--- config.mk ---
export PLATFORM = sky130hd
export DESIGN_NAME = pbc_controller
export DESIGN_NICKNAME = d
export VERILOG_FILES = /design/src/hdl/pbc_pkg.sv /design/src/hdl/pbc_controller.sv
export SDC_FILE = /design/constraint.sdc
export NUM_CORES = 1
export LEC_CHECK = 0
export BUFFER_PORTS_ARGS = -buffer_cell sky130_fd_sc_hd__buf_2
export CAP_MARGIN = 20
export CORE_ASPECT_RATIO = 1.4
export CORE_MARGIN = 2
export CORE_UTILIZATION = 60
export CTS_BUF_LIST = sky130_fd_sc_hd__clkbuf_8 sky130_fd_sc_hd__clkbuf_16
export DETAILED_ROUTE_END_ITERATION = 8
export GPL_ROUTABILITY_DRIVEN = 0
export PLACE_DENSITY = 0.8
export SLEW_MARGIN = 20
export SYNTH_ARGS = -nofsm -noshare
export SYNTH_HDL_FRONTEND = slang
export SYNTH_SLANG_ARGS = --single-unit
--- constraint.sdc ---
create_clock -name clock_i -period 4.87 [get_ports clock_i]
set_clock_uncertainty 0.2 [all_clocks]
set_input_delay 0.2435 -clock clock_i [delete_from_list [all_inputs] [get_ports clock_i]]
set_output_delay 0.2435 -clock clock_i [all_outputs]
set_load 0.05 [all_outputs]
--- src/hdl/pbc_pkg.sv ---
// Constants and types of the polling bit-check controller.
// Assumes a single 40 MHz system clock; no bus, all settings are plain ports.
//
// Functional notes
// - Base tick from crystal by divide 28/30
// - Extended tick is 4, 2 or 1 base ticks
// - Cycle sleep, warm-up, validation; fail returns sleep
// - Processing off in sleep, on in warm-up
// - Awake flag shows active versus sleeping
// - Sleep time is idle*stretch*1024 base ticks
// - Stretch is 1, or 8 with long idle
// - Maximum idle setting sleeps until changed
// - Measure edge intervals against programmable window
// - Bit count 0,3,6,9 gives double checks
// - All checks pass: receive, route data out
// - Interval outside window aborts to sleep
// - Window low*xtick, high minus one *xtick
// - Low and high bounds are 5-bit fields
// - Ignore data in warm-up; count each xtick
// - Fail below low at edge, at high immediately
// - Idle setting 31 means permanent sleep
// - Receive holds until commanded back to polling
// - Force pin low skips sleep, keeps settings
package pbc_pkg;

    // ------------------------------------------------------------
    // Timing
    // ------------------------------------------------------------
    localparam int unsigned DIV_RATIO_A      = 28;
    localparam int unsigned DIV_RATIO_B      = 30;
    localparam int unsigned SLEEP_UNIT_TICKS = 1024;
    localparam int unsigned STRETCH_LONG     = 8;
    localparam int unsigned STRETCH_SHORT    = 1;
    localparam int unsigned XTICK_SLOW       = 4;
    localparam int unsigned XTICK_MID        = 2;
    localparam int unsigned XTICK_FAST       = 1;
    localparam int unsigned WARMUP_TICKS     = 64;
    localparam logic [4:0]  IDLE_PERMANENT   = 5'h1F;

    // ------------------------------------------------------------
    // Field widths and encodings
    // ------------------------------------------------------------
    localparam int unsigned IDLE_W  = 5;
    localparam int unsigned BOUND_W = 5;
    localparam int unsigned CNT_W   = 6;
    localparam int unsigned PASS_W  = 5;

    typedef enum logic [1:0] {
        PBC_BR_SLOW = 2'b00,
        PBC_BR_MID  = 2'b01,
        PBC_BR_FAST = 2'b10
    } pbc_baud_t;

    typedef enum logic [1:0] {
        PBC_SLEEP  = 2'b00,
        PBC_WARMUP = 2'b01,
        PBC_CHECK  = 2'b10,
        PBC_RECV   = 2'b11
    } pbc_state_t;

endpackage

--- src/hdl/pbc_controller.sv ---
// Polling bit-check controller: sleep, warm-up, interval validation, receive.
// Assumes all inputs synchronous to clock_i; clock_i stands in for the crystal.
`timescale 1ns/1ps

module pbc_controller #(
    parameter int unsigned DIV_RATIO = pbc_pkg::DIV_RATIO_A,
    parameter int unsigned WARMUP    = pbc_pkg::WARMUP_TICKS
) (
    // Clock and reset
    input  wire logic        clock_i,
    input  wire logic        sys_rst_i,
    // Configuration
    input  wire logic [4:0]  idle_setting_i,
    input  wire logic        long_idle_select_bit_i,
    input  wire logic [1:0]  baud_range_select_i,
    input  wire logic [1:0]  verified_bits_i,
    input  wire logic [4:0]  low_bound_i,
    input  wire logic [4:0]  high_bound_i,
    // Control
    input  wire logic        force_receive_n_i,
    input  wire logic        return_to_polling_i,
    // Signal path
    input  wire logic        demod_i,
    output logic             data_o,
    output logic             processing_en_o,
    // Status
    output logic             receiver_awake_flag_o,
    output logic             receive_mode_o
);

    // ------------------------------------------------------------
    // Base and extended tick
    // ------------------------------------------------------------
    logic [4:0] base_div;
    logic       base_tick;
    logic [1:0] ext_div;
    logic [1:0] ext_last;
    logic       ext_tick;

    assign base_tick = (base_div == 5'(DIV_RATIO - 1));

    assign ext_last = (baud_range_select_i == pbc_pkg::PBC_BR_SLOW) ? 2'(pbc_pkg::XTICK_SLOW - 1) :
                      (baud_range_select_i == pbc_pkg::PBC_BR_MID)  ? 2'(pbc_pkg::XTICK_MID - 1)
                                                                     : 2'(pbc_pkg::XTICK_FAST - 1);
    assign ext_tick = base_tick && (ext_div == ext_last);

    always_ff @(posedge clock_i) begin
        if (sys_rst_i || base_tick) begin
            base_div <= 5'h0;
        end else begin
            base_div <= base_div + 5'h1;
        end
    end

    always_ff @(posedge clock_i) begin
        if (sys_rst_i) begin
            ext_div <= 2'h0;
        end else if (base_tick) begin
            ext_div <= (ext_div >= ext_last) ? 2'h0 : ext_div + 2'h1;
        end
    end

    // ------------------------------------------------------------
    // State and counters
    // ------------------------------------------------------------
    pbc_pkg::pbc_state_t state;
    pbc_pkg::pbc_state_t next_state;
    logic [17:0] sleep_cnt;
    logic [17:0] sleep_target;
    logic [3:0]  stretch;
    logic [15:0] warm_cnt;
    logic [5:0]  iv_cnt;
    logic [4:0]  pass_cnt;
    logic [4:0]  checks_needed;
    logic        demod_q;
    logic        edge_seen;
    logic        forced;
    logic        permanent;
    logic        sleep_done;
    logic        warm_done;
    logic        too_short;
    logic        too_long;
    logic        all_passed;

    assign stretch = long_idle_select_bit_i ? 4'(pbc_pkg::STRETCH_LONG)
                                            : 4'(pbc_pkg::STRETCH_SHORT);
    assign sleep_target = 18'({idle_setting_i, 10'h000}) * 18'(stretch);
    assign forced       = !force_receive_n_i;
    assign permanent    = (idle_setting_i == pbc_pkg::IDLE_PERMANENT);
    assign sleep_done   = forced || (!permanent && base_tick && (sleep_cnt + 18'h1 >= sleep_target));
    assign warm_done    = base_tick && (warm_cnt == 16'(WARMUP - 1));
    assign checks_needed = forced ? 5'h0 : 5'(6 * verified_bits_i);
    assign edge_seen  = (demod_i != demod_q);
    // Edges only count on extended ticks, so short glitches between ticks are ignored
    assign too_short  = ext_tick && edge_seen && (iv_cnt < {1'b0, low_bound_i});
    assign too_long   = (iv_cnt >= {1'b0, high_bound_i});
    assign all_passed = (pass_cnt >= checks_needed);

    always_comb begin
        next_state = state;
        unique case (state)
            pbc_pkg::PBC_SLEEP:  if (sleep_done) next_state = pbc_pkg::PBC_WARMUP;
            pbc_pkg::PBC_WARMUP: if (warm_done)  next_state = pbc_pkg::PBC_CHECK;
            pbc_pkg::PBC_CHECK: begin
                if (all_passed) begin
                    next_state = pbc_pkg::PBC_RECV;
                end else if (too_short || too_long) begin
                    next_state = pbc_pkg::PBC_SLEEP;
                end
            end
            pbc_pkg::PBC_RECV: if (return_to_polling_i) next_state = pbc_pkg::PBC_SLEEP;
        endcase
    end

    always_ff @(posedge clock_i) begin
        if (sys_rst_i) begin
            state <= pbc_pkg::PBC_SLEEP;
        end else begin
            state <= next_state;
        end
    end

    always_ff @(posedge clock_i) begin
        // Held at zero in permanent sleep so a new setting gets a full period
        if (sys_rst_i || state != pbc_pkg::PBC_SLEEP || permanent) begin
            sleep_cnt <= 18'h0;
        end else if (base_tick) begin
            sleep_cnt <= sleep_cnt + 18'h1;
        end
    end

    always_ff @(posedge clock_i) begin
        if (sys_rst_i || state != pbc_pkg::PBC_WARMUP) begin
            warm_cnt <= 16'h0;
        end else if (base_tick) begin
            warm_cnt <= warm_cnt + 16'h1;
        end
    end

    // Demodulated level is sampled every clock outside PBC_CHECK, and on extended ticks only in PBC_CHECK
    always_ff @(posedge clock_i) begin
        if (sys_rst_i) begin
            demod_q <= 1'b1;
        end else if (state != pbc_pkg::PBC_CHECK) begin
            demod_q <= demod_i;
        end else if (ext_tick) begin
            demod_q <= demod_i;
        end
    end

    always_ff @(posedge clock_i) begin
        if (sys_rst_i || state != pbc_pkg::PBC_CHECK) begin
            iv_cnt <= 6'h0;
        end else if (ext_tick) begin
            iv_cnt <= edge_seen ? 6'h1 : iv_cnt + 6'h1;
        end
    end

    always_ff @(posedge clock_i) begin
        if (sys_rst_i || state == pbc_pkg::PBC_SLEEP) begin
            pass_cnt <= 5'h0;
        end else if (state == pbc_pkg::PBC_CHECK && ext_tick && edge_seen && !too_short) begin
            pass_cnt <= pass_cnt + 5'h1;
        end
    end

    // ------------------------------------------------------------
    // Outputs
    // ------------------------------------------------------------
    always_ff @(posedge clock_i) begin
        if (sys_rst_i) begin
            processing_en_o       <= 1'b0;
            receiver_awake_flag_o <= 1'b0;
            receive_mode_o        <= 1'b0;
            data_o                <= 1'b1;
        end else begin
            processing_en_o       <= (next_state != pbc_pkg::PBC_SLEEP);
            receiver_awake_flag_o <= (next_state != pbc_pkg::PBC_SLEEP);
            receive_mode_o        <= (next_state == pbc_pkg::PBC_RECV);
            data_o                <= (next_state == pbc_pkg::PBC_RECV) ? demod_i : 1'b1;
        end
    end

endmodule // pbc_controller

==> metrics.md <==
| Metric | Value |
|---|---|
| Type of the most critical hold path | `in2reg` |
| Worst Path Arrival | `between 3 and 4 ns` |
| Initial antenna violation count | `0` |
| Die W | `68.86 um` |
| Leakage | `~1.6 nW` |
| Fin crit period | `approximately 3.8 ns` |
| DRC viols | `0` |
| Final count of hold timing violations | `0` |
| Count of pins over their slew limit | `0` |
| Compound-Gate Fraction of Synth Area | `0.1094` |
| Syn avg cell area | `8.373 um^2` |
| Flop2flop setup slack | `~1.1 ns` |
| Warnings, synthesis | `0` |
| Grt ovf | `0` |
| Total power draw | `0.9540 mW` |
| Postcts setup bufs | `0` |
| CP max FO | `7` |
| Setup TNS | `0 ns` |
| Area growth, synth to finish | `10.09%` |
| Crit path capture | `data_o` |
| Hold depth | `2` |
| Netlist cell types | `a little under 60` |
| WL per Instance | `13.66 um` |
| Post-synthesis cell type with the largest combined area | `dfxtp_1` |
| Post-Synth Simple-Gate Area | `0.2652` |
| Worst slew pin tran | `slightly above 0.7 ns` |
| Die H | `between 90 and 100 um` |
| Clock root buffer master | `clkbuf_8` |
| # clock sinks | `between 50 and 60` |
| Clock-pin transition on the worst setup and hold timing paths | `roughly 0.070 ns` |
| Crit start category | `flop` |
| Core Area | `between 0.005 and 0.006 mm^2` |
| VDD IR-drop max | `between 0.15 and 0.2 mV` |
| RSZ-0062 raised after global routing | `false` |
| CTS tree | `yes` |
| Mux share of post-synthesis cell area | `0.01169` |
| Core Util, Final | `0.6729` |
| Clk buf depth | `2` |
| Post-synthesis instance area | `roughly 0.0035 mm^2` |
| DP HPWL | `between 5 and 6 mm` |
| Worst r2r dst | `data_o` |
| Clk Latency, worst-skew pair | `roughly 0.34 ns` |
| Iteration-0 DRC count of the detailed router | `about 130` |
| First drt pass iteration count | `4` |
| # diodes | `0` |
| Max Fclk | `roughly 0.26 GHz` |
| Post-Synth XOR/XNOR Area | `0.1215` |
| I/O pin count | `29` |
| Seq/Total Area, Yosys | `0.3286` |
| Setup Viol. Count Final | `0` |
| Main combinational cell family by area after synthesis | `simple AND/OR/NAND/NOR gates` |
| Worst-path cell chain | `and4_1 -> nand4_1 -> nor3_1 -> nand3_1 -> xnor2_1 -> ha_1 -> nand2_1 -> a211o_1 -> nor4_1 -> and3_1 -> o21ai_2 -> or4_1` |
| Via Count | `~3000` |
| Vias in the first global route | `roughly 3000` |
| H-tree lvl count | `3` |
| Post-synth EDFFs | `0` |
| WP depth | `12` |
| IO buf count | `28` |
| Slowest CP cell | `or4_1` |
| Adder-Cell Fraction of Synth Area | `0.1190` |
| First-pass GRT wire length | `between 10 and 15 mm` |
| Max Cap Violations | `0` |
| Total track usage | `0.2474` |
| Starting Density | `0.6113` |
| Fin crit share | `0.7832` |
| Outcome | `finished clean` |
| # rows | `33` |
| Req. time, crit path | `between 4 and 5 ns` |
| Post-synthesis cell count | `around 420` |
| Post-synth ARST share | `0` |
| Top cell type's share of synthesized area | `0.3286` |
| Number of buffers created by CTS | `9` |
| Count leader, synth | `dfxtp_1` |
| Post-DRT Antenna Nets | `0` |
| Relative max-transition margin | `0.5244` |
| Largest net degree at the start of global routing | `19` |
| CP Launch Point | `sleep_cnt[3]` |
| Die area | `about 0.0065 mm^2` |
| CP delay by family, top | `simple AND/OR/NAND/NOR gates` |
| CP Class | `reg2reg` |
| Reg2Reg Depth | `12` |
| Prevailing post-synth register cell | `dfxtp_1` |
| Via density | `5.712` |
| Final #Nets | `507` |
| PD cells | `245.2 mW/mm^2` |
| Crit path buf inv count | `0` |
| Layout cells sized above 1 | `0.1278` |
| Worst Setup End Kind | `flop` |
| Top post-synthesis cells by area | `dfxtp_1, ha_1, xor2_1` |
| DRT Wirelength | `7.156 mm` |
| Synthesized flop and latch total | `58` |
| Worst reg2reg startpoint | `sleep_cnt[3]` |
| CP max stage delay | `roughly 0.5 ns` |
| Synth top cells by count | `dfxtp_1, nor2_1, nand2_1` |
## state kept, by name (all words and copies together) (netlist names)
| name | cells |
|---|---|
| base_div | 5 |
| data_o | 1 |
| demod_q | 1 |
| ext_div | 2 |
| iv_cnt | 6 |
| pass_cnt | 5 |
| receive_mode_o | 1 |
| receiver_awake_flag_o | 1 |
| sleep_cnt | 18 |
| state | 2 |
| warm_cnt | 16 |
## cell families after synthesis
group	after synthesis
AND/OR/NAND/NOR	181
adder cells (fa/ha/maj)	33
multiplexers	4
flip-flops	58
AO/OA/AOI/OAI	60
other	2
buffers and inverters	35
XOR/XNOR	49
## per-stage QoR
stage,hold WS [ns],cell area [um^2],worst slack [ns],cells
CTS,0.04659,3890,1.039,524
finish,0.05582,3890,1.056,524
detailed placement,0.2567,3701,1.063,507
global route,0.07006,3890,0.7143,524
floorplan,0.1332,3537,1.420,423
global placement,0.2380,3701,1.232,507
## layout by cell type, fill, tap and decap left out, types with 2 or more instances in the layout
master,n
nand4b_1,2
and4_1,3
nor3_1,8
nand4_1,11
o21ai_1,6
xor2_1,26
nand3b_1,3
xnor2_1,23
ha_1,32
or4_1,4
o31ai_1,3
nand3_1,18
o211ai_1,2
conb_1,3
clkinvlp_4,3
buf_2,28
a21oi_1,22
clkinv_2,2
inv_1,19
a31oi_1,2
or2_2,2
nand2_1,41
nor4_1,3
nor2b_1,2
a211oi_1,2
and2_1,3
o21ai_0,7
dfxtp_1,58
a211o_1,3
buf_4,2
or3_1,7
and3_1,10
mux2i_1,3
nor2_1,48
clkbuf_8,10
nand2b_1,8
## worst register-to-register path, delay by kind of cell (launching register included)
family	cells	cell delay, ns
xor+xnor	1	0.15
fa+ha+maj	1	0.29
simple gates	8	2.23
compound gates	2	0.35
flops	1	0.46
## per-layer routing
| layer | vias to the layer above | wire length, um | global-route usage |
|---|---|---|---|
| li1 | 1520 | - | - |
| met1 | 1391 | 2979 | 0.2632 |
| met2 | 57 | 3567 | 0.4167 |
| met3 | 25 | 259 | 0.05244 |
| met4 | 0 | 349 | 0.1797 |
| met5 | - | 0 | 0 |
## worst min-delay path by stage
stage,slack [ns],startpoint,end
2_1_floorplan,0.13,sys_rst_i,iv_cnt[0]
3_3_place_gp,0.24,ext_div[0],ext_div[0]
3_5_place_dp,0.26,base_div[0],base_div[0]
4_1_cts,0.05,sys_rst_i,base_div[4]
5_1_grt,0.07,sys_rst_i,state[0]
6_report,0.06,sys_rst_i,base_div[4]
## where the power goes
group	switching [mW]	internal (mW)	leakage, nW
clock network	0.200	0.198	0.0847
logic	0.0428	0.0323	1.00
registers	0.00321	0.478	0.469
total	0.246	0.708	1.55
## final cells by class
class                           instances  area (um^2)
Inverter                               19        71.32
Clock buffer                           10        137.6
Tap cell                               70        87.58
Fill cell                             475         1891
Sequential cell                        58         1161
Timing Repair Buffer                   31        165.2
Clock inverter                          6        41.29
Multi-Input combinational cell        330         2226
## repair_timing
action                                 4_1_cts  5_1_grt
endpoints found under the hold margin        1        0
resized for setup                            0        0
hold buffers                                 1        0
No activity file was read; power rests on OpenSTA's default activity.
